`src/pkg/synth_div_pkg.sv`:
```
`default_nettype none
package synth_div_pkg;
  // ****************************************
  // Register indices; byte address is index times four
  // ****************************************
  localparam int unsigned BYTE_ADDR_SCALE = 4;
  localparam logic [7:0] CHAN_A_FRAC_MID_BYTE_INDEX = 8'h0B;
  localparam logic [7:0] CHAN_A_FRAC_TOP_BITS_INDEX = 8'h0C;
  localparam logic [7:0] CHAN_B_INTEGER_OFFSET_INDEX = 8'h0D;
  localparam logic [7:0] CHAN_B_FRAC_LOW_BYTE_INDEX = 8'h0E;
  localparam logic [7:0] CHAN_A_FRAC_MID_BYTE_ADDR = 8'(CHAN_A_FRAC_MID_BYTE_INDEX * BYTE_ADDR_SCALE);
  localparam logic [7:0] CHAN_A_FRAC_TOP_BITS_ADDR = 8'(CHAN_A_FRAC_TOP_BITS_INDEX * BYTE_ADDR_SCALE);
  localparam logic [7:0] CHAN_B_INTEGER_OFFSET_ADDR = 8'(CHAN_B_INTEGER_OFFSET_INDEX * BYTE_ADDR_SCALE);
  localparam logic [7:0] CHAN_B_FRAC_LOW_BYTE_ADDR = 8'(CHAN_B_FRAC_LOW_BYTE_INDEX * BYTE_ADDR_SCALE);
  // ****************************************
  // Field widths and reset values
  // ****************************************
  localparam int unsigned BYTE_WIDTH = 8;
  localparam int unsigned TOP_STORE_WIDTH = 6;
  localparam int unsigned TOP_RATIO_WIDTH = 5;
  localparam int unsigned INT_WIDTH = 7;
  localparam int unsigned RATIO_WIDTH = 21;
  localparam logic [7:0] CHAN_A_FRAC_MID_BYTE_RESET = 8'h00;
  localparam logic [5:0] CHAN_A_FRAC_TOP_BITS_RESET = 6'h10;
  localparam logic [6:0] CHAN_B_INTEGER_OFFSET_RESET = 7'h40;
  localparam logic [7:0] CHAN_B_FRAC_LOW_BYTE_RESET = 8'h00;
  localparam logic [1:0] TOP_UNUSED_BITS = 2'h3;
  localparam logic INT_UNUSED_BIT = 1'b1;
  localparam logic [31:0] READ_ZERO = 32'h0000_0000;
  localparam logic [1:0] WORD_ALIGN = 2'h0;
endpackage : synth_div_pkg
`default_nettype wire

```
`src/verilog/byte_reg_cell.sv`:
```
`default_nettype none
module byte_reg_cell #(
  parameter int unsigned WIDTH = 8,
  parameter logic [WIDTH-1:0] RESET_VALUE = '0
) (
  input wire logic clock,
  input wire logic rst,
  input wire logic wr_en,
  input wire logic [WIDTH-1:0] wr_data,
  output logic [WIDTH-1:0] q
);
  always_ff @(posedge clock) begin
    if (rst) begin
      q <= RESET_VALUE;
    end else if (wr_en) begin
      q <= wr_data;
    end
  end
endmodule : byte_reg_cell
`default_nettype wire

```
`src/verilog/synth_channel_divider_regs.sv`:
```
`default_nettype none
module synth_channel_divider_regs
  import synth_div_pkg::*;
(
  input wire logic clock,
  input wire logic rst,
  input wire logic psel,
  input wire logic penable,
  input wire logic pwrite,
  input wire logic [7:0] paddr,
  input wire logic [31:0] pwdata,
  output logic [31:0] prdata,
  output logic pready,
  output logic pslverr,
  input wire logic [7:0] chan_a_frac_low_in,
  input wire logic [7:0] chan_b_frac_mid_in,
  input wire logic [4:0] chan_b_frac_top_in,
  output logic [20:0] chan_a_frac_ratio,
  output logic [20:0] chan_b_frac_ratio,
  output logic [6:0] chan_b_int_offset
);
  // ****************************************
  // Bus decode
  // ****************************************
  logic setup_phase;
  logic write_commit;
  logic hit_a_mid;
  logic hit_a_top;
  logic hit_b_int;
  logic hit_b_low;
  logic addr_hit;
  logic [7:0] a_mid_q;
  logic [5:0] a_top_q;
  logic [6:0] b_int_q;
  logic [7:0] b_low_q;
  logic [31:0] read_value;

  assign setup_phase = psel && !penable;
  // Zero wait states: every access completes in its first access cycle
  assign pready = 1'b1;
  assign write_commit = psel && penable && pwrite && addr_hit;
  assign hit_a_mid = (paddr == CHAN_A_FRAC_MID_BYTE_ADDR);
  assign hit_a_top = (paddr == CHAN_A_FRAC_TOP_BITS_ADDR);
  assign hit_b_int = (paddr == CHAN_B_INTEGER_OFFSET_ADDR);
  assign hit_b_low = (paddr == CHAN_B_FRAC_LOW_BYTE_ADDR);
  assign addr_hit = hit_a_mid || hit_a_top || hit_b_int || hit_b_low;

  // ****************************************
  // Storage
  // ****************************************
  byte_reg_cell #(.WIDTH(BYTE_WIDTH), .RESET_VALUE(CHAN_A_FRAC_MID_BYTE_RESET)) a_mid_cell (
    .clock(clock),
    .rst(rst),
    .wr_en(write_commit && hit_a_mid),
    .wr_data(pwdata[BYTE_WIDTH-1:0]),
    .q(a_mid_q)
  );

  // Reserved bit 5 is stored as written so a read-modify-write keeps it
  byte_reg_cell #(.WIDTH(TOP_STORE_WIDTH), .RESET_VALUE(CHAN_A_FRAC_TOP_BITS_RESET)) a_top_cell (
    .clock(clock),
    .rst(rst),
    .wr_en(write_commit && hit_a_top),
    .wr_data(pwdata[TOP_STORE_WIDTH-1:0]),
    .q(a_top_q)
  );

  byte_reg_cell #(.WIDTH(INT_WIDTH), .RESET_VALUE(CHAN_B_INTEGER_OFFSET_RESET)) b_int_cell (
    .clock(clock),
    .rst(rst),
    .wr_en(write_commit && hit_b_int),
    .wr_data(pwdata[INT_WIDTH-1:0]),
    .q(b_int_q)
  );

  byte_reg_cell #(.WIDTH(BYTE_WIDTH), .RESET_VALUE(CHAN_B_FRAC_LOW_BYTE_RESET)) b_low_cell (
    .clock(clock),
    .rst(rst),
    .wr_en(write_commit && hit_b_low),
    .wr_data(pwdata[BYTE_WIDTH-1:0]),
    .q(b_low_q)
  );

  // ****************************************
  // Read path
  // ****************************************
  // Unused bits 7:6 of the top-bits register and bit 7 of the offset register are hard-wired high, so they read one; bits 31:8 read zero
  always_comb begin
    read_value = READ_ZERO;
    unique case (1'b1)
      hit_a_mid: read_value = {24'h00_0000, a_mid_q};
      hit_a_top: read_value = {24'h00_0000, TOP_UNUSED_BITS, a_top_q};
      hit_b_int: read_value = {24'h00_0000, INT_UNUSED_BIT, b_int_q};
      hit_b_low: read_value = {24'h00_0000, b_low_q};
      default: read_value = READ_ZERO;
    endcase
  end

  // Data is sampled in the setup cycle so it is stable through the access cycle
  always_ff @(posedge clock) begin
    if (rst) begin
      prdata <= READ_ZERO;
    end else if (setup_phase) begin
      prdata <= pwrite ? READ_ZERO : read_value;
    end
  end

  always_ff @(posedge clock) begin
    if (rst) begin
      pslverr <= 1'b0;
    end else if (setup_phase) begin
      pslverr <= !addr_hit;
    end
  end

  // ****************************************
  // Divider outputs
  // ****************************************
  always_ff @(posedge clock) begin
    if (rst) begin
      chan_a_frac_ratio <= {CHAN_A_FRAC_TOP_BITS_RESET[TOP_RATIO_WIDTH-1:0], CHAN_A_FRAC_MID_BYTE_RESET, 8'h00};
    end else begin
      chan_a_frac_ratio <= {a_top_q[TOP_RATIO_WIDTH-1:0], a_mid_q, chan_a_frac_low_in};
    end
  end

  always_ff @(posedge clock) begin
    if (rst) begin
      chan_b_frac_ratio <= {13'h0000, CHAN_B_FRAC_LOW_BYTE_RESET};
    end else begin
      chan_b_frac_ratio <= {chan_b_frac_top_in, chan_b_frac_mid_in, b_low_q};
    end
  end

  always_ff @(posedge clock) begin
    if (rst) begin
      chan_b_int_offset <= CHAN_B_INTEGER_OFFSET_RESET;
    end else begin
      chan_b_int_offset <= b_int_q;
    end
  end
endmodule : synth_channel_divider_regs
`default_nettype wire

```
`config.mk`:
```
export PLATFORM = sky130hd
export DESIGN_NAME = synth_channel_divider_regs
export DESIGN_NICKNAME = d
export VERILOG_FILES = /design/src/pkg/synth_div_pkg.sv /design/src/verilog/byte_reg_cell.sv /design/src/verilog/synth_channel_divider_regs.sv
export SDC_FILE = /design/constraint.sdc
export NUM_CORES = 1
export LEC_CHECK = 0
export BUFFER_PORTS_ARGS = -buffer_cell sky130_fd_sc_hd__buf_2
export CORE_ASPECT_RATIO = 0.5
export CORE_MARGIN = 1
export CORE_UTILIZATION = 45
export DETAILED_ROUTE_END_ITERATION = 10
export HOLD_SLACK_MARGIN = 0.05
export PLACE_DENSITY = 0.9
export SLEW_MARGIN = 20
export SYNTH_ARGS = -nofsm -noshare
export SYNTH_HDL_FRONTEND = slang
export SYNTH_HIERARCHICAL = 1
export SYNTH_SLANG_ARGS = --single-unit
```
`constraint.sdc`:
```
create_clock -name clock -period 2.3 [get_ports clock]
set_input_delay 0.46 -clock clock [delete_from_list [all_inputs] [get_ports clock]]
set_output_delay 0.46 -clock clock [all_outputs]
set_load 0.1 [all_outputs]
```
[After elaboration in Yosys (flattened, before gate mapping)]
Cells that the tools add are included.
Storage, ports and cells
  bits in registers: 111
  bits in latches: 0
  bits in writable memories: 0
  bits in read-only memories: 0
  input bits: 66
  word-level logic and storage cells: 28
  memories kept: 0
Cells by class
  add/subtract/negate cells: 0
  $mul: 0
  div/mod/pow operators: 0
  $lt $le $gt $ge: 0
  eq/ne operators: 4
  shift operators: 0
  multiplexer cells: 2
  bitwise logic cells: 0
  reduce and logical (&&, ||, !) cells: 13
Operators with widths (number)
  $eq 8x6->1 const B: 4
  $mux 32: 1
  $pmux 8 s4: 1
  $logic_and 1x1->1: 8
  $logic_or 1x1->1: 3
  $logic_not 1->1: 2

[Longest topological paths before layout]
Gate-level depths: netlist (run 1).
  depth after elaboration: 6
  gate-level depth with buffers: 7

[By module]
Netlist (run 1), hierarchy kept.
By module, submodules not included
  synth_channel_divider_regs: instances 1, cells each 205, area an instance 2098.3 µm²
  byte_reg_cell (a_mid_cell ...): instances 2, cells each 26, area an instance 285.3 µm²
  byte_reg_cell (b_int_cell): instances 1, cells each 22, area an instance 251.5 µm²
  byte_reg_cell (a_top_cell): instances 1, cells each 19, area an instance 217.7 µm²

[Worst setup path before layout (run 1)]
OpenSTA, ideal clock, no wires.
  path type: input port to flip-flop
  from: in paddr[4]
  to: reg b_low_cell.q[0]
  arrival: 1.934 ns
  slack: 0.242 ns
  cell stages on the path: 7
  path buffers: 2
  cell sequence: clkbuf_1 -> inv_1 -> or3_2 -> nor3b_1 -> buf_6 -> mux2i_1 -> nor2_1
Between the ends
  cells in the longest elaborated chain, start to end: 6
  elaborated cells on any way between the ends: 9
  those cells by class: eq/ne (4); reduce/logical (5)
Ends and longest elaborated chain
  start, declared: RTL line synth_channel_divider_regs.sv:10  | input wire logic [7:0] paddr,
  $eq 8x6->1, on equally long branches: RTL line synth_channel_divider_regs.sv:42, synth_channel_divider_regs.sv:43
  $logic_or 1x1->1 (3 in a row): RTL line synth_channel_divider_regs.sv:46  | assign addr_hit = hit_a_mid || hit_a_top || hit_b_int || hit_b_low;
  $logic_and 1x1->1: RTL line synth_channel_divider_regs.sv:41  | assign write_commit = psel && penable && pwrite && addr_hit;
  $logic_and 1x1->1 *: RTL line synth_channel_divider_regs.sv:79  | .wr_en(write_commit && hit_b_low),
  end signal, assigned: RTL line byte_reg_cell.sv:16  | q <= wr_data;
  end, declared: RTL line byte_reg_cell.sv:10  | output logic [WIDTH-1:0] q
Every way passes the cells marked *; elsewhere a longest branch is shown, timed or not.
A chain may end at the register's enable or synchronous reset.

[Final worst setup path (run 1)]
  from: in paddr[7]
  to: reg b_low_cell.q[2]
Same word-level chain as after synthesis.

==> qor.yml, run 1 <==
ant_nets: 0
vias: 2312
path_class: "primary input to register"
overflow: 0
first_global_vias: 2107
placed_area_um2: 3661
rr_worst_depth: 4
yosysWarnings: 6
gp_congestion: 0.7547
synth_top_flop_cell: "dfxtp_1"
clk_pin_slew_ps: 60
p_leak_nw: 1.764
drc: 0
wl_per_cell_um: 13.11
tightestPinTransition_ps: 756.4
slew_headroom_pct: 49.57
grt_max_degree: 80
dieArea_um2: 7332
io_pins: 149
crit_buf_inv: 3
min_period_ps: 2077
antenna_found_initial: 0
cts_root_buf: "clkbuf_16"
cp-start-kind: "primary input"
slowest_stage: "or3_2"
num_rows: 21
grt_usage_pct: 17.84
synthCells: 298
cts_setup_buffers: 0
yosysMostFrequentCell: "dfxtp_1"
cts_buffers: 9
dp_worst_setup_slack_ps: -127.1
port-buffer-count: 99
min-delay-start: "chan_a_frac_low_in[1]"
async_flop_share_pct: 0
cts.sinks: 87
fin_nets: 469
cts_tree: "yes"
period_share_pct: 90.29
dp.final_hpwl_mm: 4.599
ctsResizeCount: 0
cap_violations: 0
synthSimpleGateAreaFrac_pct: 18.46
power_density_nw_per_um2: 884.2
slowest_delay_ps: 500
ir_worst_vdd_v: 0.0004399
critPathCaptureType: "register"
first_pass_iters: 4
required_ps: 2490
drive_gt1_share_pct: 32.84
drt_iter0_drc: 151
finClkSkew_ps: 8.163
worst-endpoint-arrival_ps: 2270
totalWireLength_mm: 6.570
synth-seq-area-share_pct: 55.50
dp.cells: 484
synthAdderAreaFrac_pct: 0
hold_class: "primary input to register"
setup_viol_count_final: 0
syn-cell-area_um2: 3138
synth_xor_area_share_pct: 0.2791
path_cells: "buf_2 -> nor4_1 -> buf_4 -> nand2_1 -> or3_2 -> nor3b_2 -> buf_4 -> mux2i_1 -> nor2_1"
r2r_slack_ps: 1290
synth_top_family_by_area: "simple AND/OR/NAND/NOR gates"
coreArea_um2: 6700
synth_cell_type_count: 33
r2r-start: "b_low_cell/q[7]"
drv_slew: 0
die_x_um: 120.1
hold_violations: 0
ys_seq_elements: 87
h-tree-depth: 3
status: "finished, final reports clean"
synthMuxAreaShare_pct: 10.53
die_h_um: 61.05
hold_buffers: 0
fin_area_um2: 3978
synth-edff-count: 0
crit_path_end: "b_low_cell/q[2]"
r2r-end: "prdata[7]"
synth_top_cell_by_area: "dfxtp_1"
rsz0062_at_grt: "false"
netlist.area_leader.share_pct: 55.50
grt_pass1_wl_mm: 9.632
viasPerCell: 4.615
startpoint: "paddr[7]"
path_delay_family: "simple AND/OR/NAND/NOR gates"
synth.area.top_cells: "dfxtp_1 56%, mux2i_1 11%, nor2b_1 10%"
path_max_fanout: 4
initial_utilization_pct: 46.83
crit_top_cell: "buf_4"
stdcell_count: 501
path_depth: 9
fin_setup_tns_ps: 0
timing.fmax_mhz: 481.5
area_growth_pct: 26.75
clk_path_buf_depth: 2
synth_compound_area_share_pct: 5.981
synth_common_cells: "87 x dfxtp_1, 50 x nor2b_1, 33 x mux2i_1, 30 x nor2_1, 25 x buf_4"
fillers: 534
avgSynthCellArea_um2: 10.53
worst_slack_ps: 223.3
clk_latency_ps: 340
power by group:
part | total (mW) | internal [mW] | switching (mW) | leakage [nW]
sequential | 1.53 | 1.53 | 0.00475 | 0.707
clock | 1.52 | 0.953 | 0.564 | 0.150
combinational | 0.468 | 0.0639 | 0.404 | 0.907
cells in the final DEF, fill, tap and decap left out, drive strengths merged, types with 2 or more instances in the layout:
| cell type | Yosys | layout |
|---|---|---|
| nor2b | 52 | 52 |
| clkbuf | 8 | 11 |
| o31ai | 2 | 2 |
| o21ai | 8 | 8 |
| nor4 | 2 | 2 |
| o21a | 6 | 6 |
| nand2 | 10 | 10 |
| dfxtp | 87 | 87 |
| nor2 | 30 | 30 |
| conb | 2 | 25 |
| a211o | 2 | 2 |
| a32oi | 6 | 6 |
| nor3 | 3 | 3 |
| mux2i | 33 | 33 |
| inv | 2 | 3 |
| bufinv | 0 | 2 |
| buf | 32 | 111 |
| or2 | 2 | 2 |
flip-flops by register name, indices dropped and copies added (netlist names):
signal,flops
a_mid_cell/q,8
a_top_cell/q,6
b_int_cell/q,7
b_low_cell/q,8
chan_a_frac_ratio,21
chan_b_frac_ratio,21
chan_b_int_offset,7
prdata,8
pslverr,1
per-stage QoR:
| stage | total power [mW] | utilization (%) | hold WS, ps |
|---|---|---|---|
| finish | 3.517 | 59.37 | 330.4 |
| global route | 3.625 | 59.33 | 326.1 |
| CTS | 3.546 | 59.33 | 325.6 |
| detailed placement | 2.033 | 54.64 | 452.0 |
| global placement | 2.028 | 54.64 | 438.8 |
| floorplan | 1.984 | - | 424.1 |
cell families (layout without fill, tap and decap cells):
kind of cell / after synthesis / after routing
AOI/OAI and AO/OA: 26 / 26
other: 2 / 26
xor gates and xnor gates: 1 / 1
DFF: 87 / 87
buffers and inverters: 42 / 129
muxes: 33 / 33
and+or+nand+nor: 107 / 107
final cells by class:
| type | count | area [µm²] | share of cell area (%) |
|---|---|---|---|
| flip-flops and latches | 87 | 1742 | 43.79 |
| inverters | 2 | 7.507 | 0.1887 |
| repair buffers | 111 | 585.6 | 14.72 |
| clock inverters | 5 | 81.33 | 2.045 |
| well taps | 92 | 115.1 | 2.894 |
| clock buffers | 11 | 232.7 | 5.851 |
| diodes | 1 | 2.502 | 0.06291 |
| multi-input cells | 192 | 1211 | 30.45 |
metal layers:
metal  wire length (µm)  GRT usage, %  part of all wire [%]
met1               2686         19.53                    41
met2               3189         31.28                    49
met3                605         8.056                   9.2
met4                 89         7.321                   1.4
met5                  0             0                     0
worst reg2reg max path, stage by stage (launching register included):
cell     delay, ps
dfxtp_1        330
inv_1           70
o21ai_0        240
a22oi_1        120
o31ai_2        180
worst min path at each step:
stage,end,depth (start not counted),slack [ps]
after CTS,chan_a_frac_ratio[3],2,330
after global placement,prdata[6],2,440
after floorplan,chan_b_frac_ratio[7],2,420
final,chan_a_frac_ratio[1],2,330
after detailed placement,prdata[1],2,450
after global routing,chan_b_frac_ratio[15],2,330
Power figures use the tool's default switching activity.
==> run 2, diff against run 1 <==
CORE_UTILIZATION = 46   (was 45)
PLACE_DENSITY = 0.91   (was 0.9)
==> qor.yml, run 2 (synthesis results as in run 1) <==
status: "finished, final reports clean"
cts_buffers: 9  # unchanged
layout_common_cells: "99 x buf_2, 87 x dfxtp_1, 50 x nor2b_1"
slew_headroom_pct: 54.35  # +4.8 points
die_h_um: 60.41  # -1.1%
vias: 2367  # +2.4%
dp.final_hpwl_mm: 4.620  # +0.47%
clk_latency_ps: 330  # about the same
worst-endpoint-arrival_ps: 2150  # -120 ps
h-tree-depth: 3  # unchanged
slowest_stage: "or3_2"
overflow: 0  # unchanged
clk_pin_slew_ps: 60  # about the same
dp.cells: 480  # -0.83%
totalWireLength_mm: 6.586  # +0.24%
worst_slack_ps: 360.4  # +137.1 ps
cts.sinks: 87  # unchanged
tightestPinTransition_ps: 682.2  # -74.21 ps
crit_buf_inv: 2  # -1
cts_root_buf: "clkbuf_16"
first_pass_iters: 4  # unchanged
antenna_found_initial: 0  # unchanged
grt_max_degree: 48  # -40%
port-buffer-count: 99  # unchanged
ctsResizeCount: 0  # unchanged
hold_violations: 0  # unchanged
ant_nets: 0  # unchanged
clk_path_buf_depth: 2  # unchanged
gp_congestion: 0.7866  # +4.2%
dieArea_um2: 7176  # -2.1%
path_delay_family: "simple AND/OR/NAND/NOR gates"
grt_pass1_wl_mm: 10.03  # +4.1%
cap_violations: 0  # unchanged
cp-start-kind: "primary input"
drc: 0  # unchanged
largest_registers: "chan_a_frac_ratio: 21 flops, chan_b_frac_ratio: 21 flops"
min_period_ps: 1940  # -137.1 ps
first_global_vias: 2179  # +3.4%
period_share_pct: 84.33  # -6.0 points
dp_worst_setup_slack_ps: 43.59  # +170.6 ps
slowest_delay_ps: 530  # +30 ps
layout_commonest_cell: "buf_2"
coreArea_um2: 6331  # -5.5%
fin_nets: 469  # unchanged
area_growth_pct: 26.04
timing.fmax_mhz: 515.6  # +7.1%
io_pins: 149  # unchanged
diodes: 0  # -1
grt_usage_pct: 18.52  # +0.69 points
path_class: "primary input to register"
wl_per_cell_um: 13.28  # +1.3%
initial_utilization_pct: 49.57  # +2.7 points
rsz0062_at_grt: "false"
ir_worst_vdd_v: 0.0004651  # +5.7%
required_ps: 2510  # +20 ps
setup_viol_count_final: 0  # unchanged
path_max_fanout: 4  # unchanged
drive_gt1_share_pct: 33.09  # +0.25 points
cts_tree: "yes"
power_density_nw_per_um2: 870.3  # -1.6%
fin_setup_tns_ps: 0  # unchanged
die_x_um: 118.8  # -1.1%
p_leak_nw: 1.759  # -0.27%
num_rows: 20  # -4.8%
hold_class: "primary input to register"
path_cells: "buf_2 -> nor4_1 -> nand2_1 -> or3_2 -> nor2b_1 -> buf_4 -> mux2i_1 -> nor2_1"
drv_slew: 0  # unchanged
finClkSkew_ps: 4.708  # -3.455 ps
viasPerCell: 4.772  # +3.4%
critPathCaptureType: "register"
cts_setup_buffers: 0  # unchanged
stdcell_count: 496  # -1.0%
hold_buffers: 0  # unchanged
drt_iter0_drc: 121  # -20%
## run 2: changes by cell type in the layout (fill, tap and decap cells not counted)
cell       previous run  this run
clkbuf_1              2         1
bufinv_16             2         1
diode_2               1         0
clkbuf_8              0         1
clkinv_2              1         2
## run 2: worst register-to-register path: cells and delay by family, from the launching register on
kind	cells	cell delay (ps)
AND/OR/NAND/NOR	1	60
flip-flops	1	370
AO/OA/AOI/OAI	3	490
## run 2: power by group
part / switching, mW / internal [mW]
Clock: 0.570 / 0.871
Combinational: 0.405 / 0.0645
Sequential: 0.00426 / 1.53
Total: 0.979 / 2.46
## run 2: metal layers
metal	routed length, µm	track usage, %
met2	3096	32.83
met5	0	0
met1	2806	20.62
met4	167	11.03
met3	516	5.733
## run 2: layout make-up
class,count,area [µm²]
Clock buffer,11,242.7
Clock inverter,5,56.30
Fill cell,482,2376
Inverter,2,7.507
Multi-Input combinational cell,192,1211
Sequential cell,87,1742
Tap cell,88,110.1
Timing Repair Buffer,111,585.6
## run 2: path summary, 6_finish.rpt
kind,depth (start not counted),endpoint,startpoint,slack (ps)
worst max-delay path,8,b_int_cell/q[1],paddr[7],360
worst min-delay path,2,chan_b_frac_ratio[16],chan_b_frac_top_in[0],330
worst max register to register,4,prdata[6],b_low_cell/q[6],1290
worst min register to register,2,chan_b_frac_ratio[7],b_low_cell/q[7],460
## run 2: metrics by stage
step | total power, mW | area (µm²) | hold WS [ps] | utilization [%]
final | 3.442 | 3955 | 329.5 | 62.47
after global routing | 3.527 | 3955 | 338.9 | 62.47
after CTS | 3.459 | 3955 | 329.8 | 62.47
after detailed placement | 2.033 | 3656 | 448.6 | 57.75
after global placement | 2.029 | 3656 | 442.1 | 57.75
after floorplan | 1.984 | 3224 | 424.1 | -
==> run 3, diff against run 2 <==
CORE_UTILIZATION = 41   (was 46)
PLACE_DENSITY = 0.87   (was 0.91)
clock period = 1.7 ns   (was 2.3 ns; I/O delays follow)
==> qor.yml, run 3 (synthesis results as in run 1) <==
r2r-end: "prdata[6]"
clk_pin_slew_ps: 60  # about the same
fin_area_um2: 4060  # +2.7%
diodes: 0  # unchanged
r2r_slack_ps: 690  # -600 ps
power_density_nw_per_um2: 1195  # +37%
num_rows: 22  # +10%
cts_buffers: 9  # unchanged
r2r-start: "b_low_cell/q[6]"
coreArea_um2: 7377  # +17%
rsz0062_at_grt: "true"
cp-start-kind: "primary input"
worst_slack_ps: 30.75  # -329.7 ps
critPathCaptureType: "register"
initial_utilization_pct: 42.54  # -7.0 points
period_share_pct: 98.19
h-tree-depth: 3  # unchanged
drv_slew: 0  # unchanged
first_global_vias: 2155  # -1.1%
io_pins: 149  # unchanged
wl_per_cell_um: 13.10  # -1.3%
min-delay-start: "chan_b_frac_mid_in[2]"
ir_worst_vdd_v: 0.0005389  # +16%
dp.final_hpwl_mm: 4.635  # +0.31%
path_cells: "buf_2 -> nor4_4 -> nand2_2 -> or3_4 -> nor3b_4 -> buf_4 -> mux2i_1 -> nor2_1"
clk_path_buf_depth: 2  # unchanged
cts_tree: "yes"
slowest_delay_ps: 410  # -120 ps
overflow: 0  # unchanged
timing.fmax_mhz: 599.1
grt_max_degree: 51  # +6.3%
fin_nets: 471  # +0.43%
hold_class: "primary input to register"
vias: 2319  # -2.0%
first_pass_iters: 4  # unchanged
area_growth_pct: 29.39
cts.sinks: 87  # unchanged
p_leak_nw: 1.807  # +2.7%
required_ps: 1910  # -600 ps
largest_registers: "chan_a_frac_ratio: 21 flops, chan_b_frac_ratio: 21 flops"
holdPathEnd: "chan_b_frac_ratio[10]"
cts_root_buf: "clkbuf_16"
hold_buffers: 0  # unchanged
status: "finished, final reports clean"
grt_pass1_wl_mm: 10.40  # +3.7%
path_class: "primary input to register"
drc: 0  # unchanged
setup_viol_count_final: 0  # unchanged
rr_worst_depth: 4  # unchanged
dieArea_um2: 8028  # +12%
slew_headroom_pct: 58.97  # +4.6 points
cap_violations: 0  # unchanged
tightestPinTransition_ps: 613.2  # -68.94 ps
dp_worst_setup_slack_ps: -319.2  # -362.8 ps
gp_congestion: 0.7454  # -5.2%
placed_area_um2: 3705  # +1.3%
min_period_ps: 1669
drive_gt1_share_pct: 34.88  # +1.8 points
worst-endpoint-arrival_ps: 1880  # -270 ps
grt_usage_pct: 17.21  # -1.3 points
drt_iter0_drc: 85  # -30%
layout_commonest_cell: "buf_2"
layout_common_cells: "99 x buf_2, 87 x dfxtp_1, 49 x nor2b_1"
path_max_fanout: 5  # +1
totalWireLength_mm: 6.630  # +0.67%
finClkSkew_ps: 3.526  # -1.181 ps
port-buffer-count: 99  # unchanged
viasPerCell: 4.583  # -4.0%
slowest_stage: "or3_4"
hold_violations: 0  # unchanged
ant_nets: 0  # unchanged
die_h_um: 63.86  # +5.7%
antenna_found_initial: 0  # unchanged
die_x_um: 125.7  # +5.8%
hold_depth: 2  # unchanged
clk_latency_ps: 340  # about the same
power_mw: 4.850  # +41%
run 3: cell type report:
| type | instances | area (µm²) |
|---|---|---|
| inverter | 2 | 7.507 |
| sequential | 87 | 1742 |
| fill | 596 | 3317 |
| clock inverter | 5 | 78.83 |
| tap | 96 | 120.1 |
| multi-input combinational | 192 | 1259 |
| timing repair buffer | 113 | 600.6 |
| clock buffer | 11 | 252.7 |
run 3: through the flow:
| stage | setup TNS (ps) | hold WS (ps) | cells | util, % |
|---|---|---|---|---|
| detailed placement | -9392 | 446.2 | 490 | 50.22 |
| floorplan | -475.3 | 412.4 | 321 | - |
| finish | 0 | 206.0 | 506 | 55.04 |
| global route | -111.1 | 205.2 | 506 | 55.04 |
| CTS | 0 | 202.3 | 506 | 54.75 |
| global placement | -7966 | 433.6 | 490 | 50.22 |
run 3: worst max-delay path by stage:
stage	startpoint	endpoint	slack (ps)	depth (start not counted)
2_1_floorplan	paddr[7]	b_low_cell/q[0]	-50	7
3_3_place_gp	paddr[7]	b_low_cell/q[0]	-280	8
3_5_place_dp	paddr[7]	b_int_cell/q[0]	-320	8
4_1_cts	paddr[7]	b_low_cell/q[3]	30	8
5_1_grt	paddr[7]	b_low_cell/q[7]	-20	8
6_report	paddr[7]	b_low_cell/q[1]	30	8
run 3: per-layer routing:
layer / track usage (%) / up-vias / share of wire, %
li1: - / 1141 / -
met1: 18.76 / 1080 / 42
met2: 29.51 / 85 / 49
met3: 8.208 / 13 / 7.4
met4: 6.098 / 0 / 1.6
met5: 0 / - / 0
run 3: report_power, final:
group | internal [mW] | total (mW) | switching [mW]
Sequential | 2.07 | 2.07 | 0.00631
Clock | 1.37 | 2.13 | 0.768
Combinational | 0.0906 | 0.644 | 0.553
run 3: critical path: cells and delay by family:
kind	cells	cell delay (ps)
and+or+nand+nor	5	1030
buffers and inverters	2	300
muxes	1	210
run 3: timing repair:
item                                    4_1_cts  5_1_grt
gates cloned                                  0        0
buffers inserted                              0        0
endpoints found under the setup margin        1       17
resized for setup                             1        4
endpoints found under the hold margin         0        0
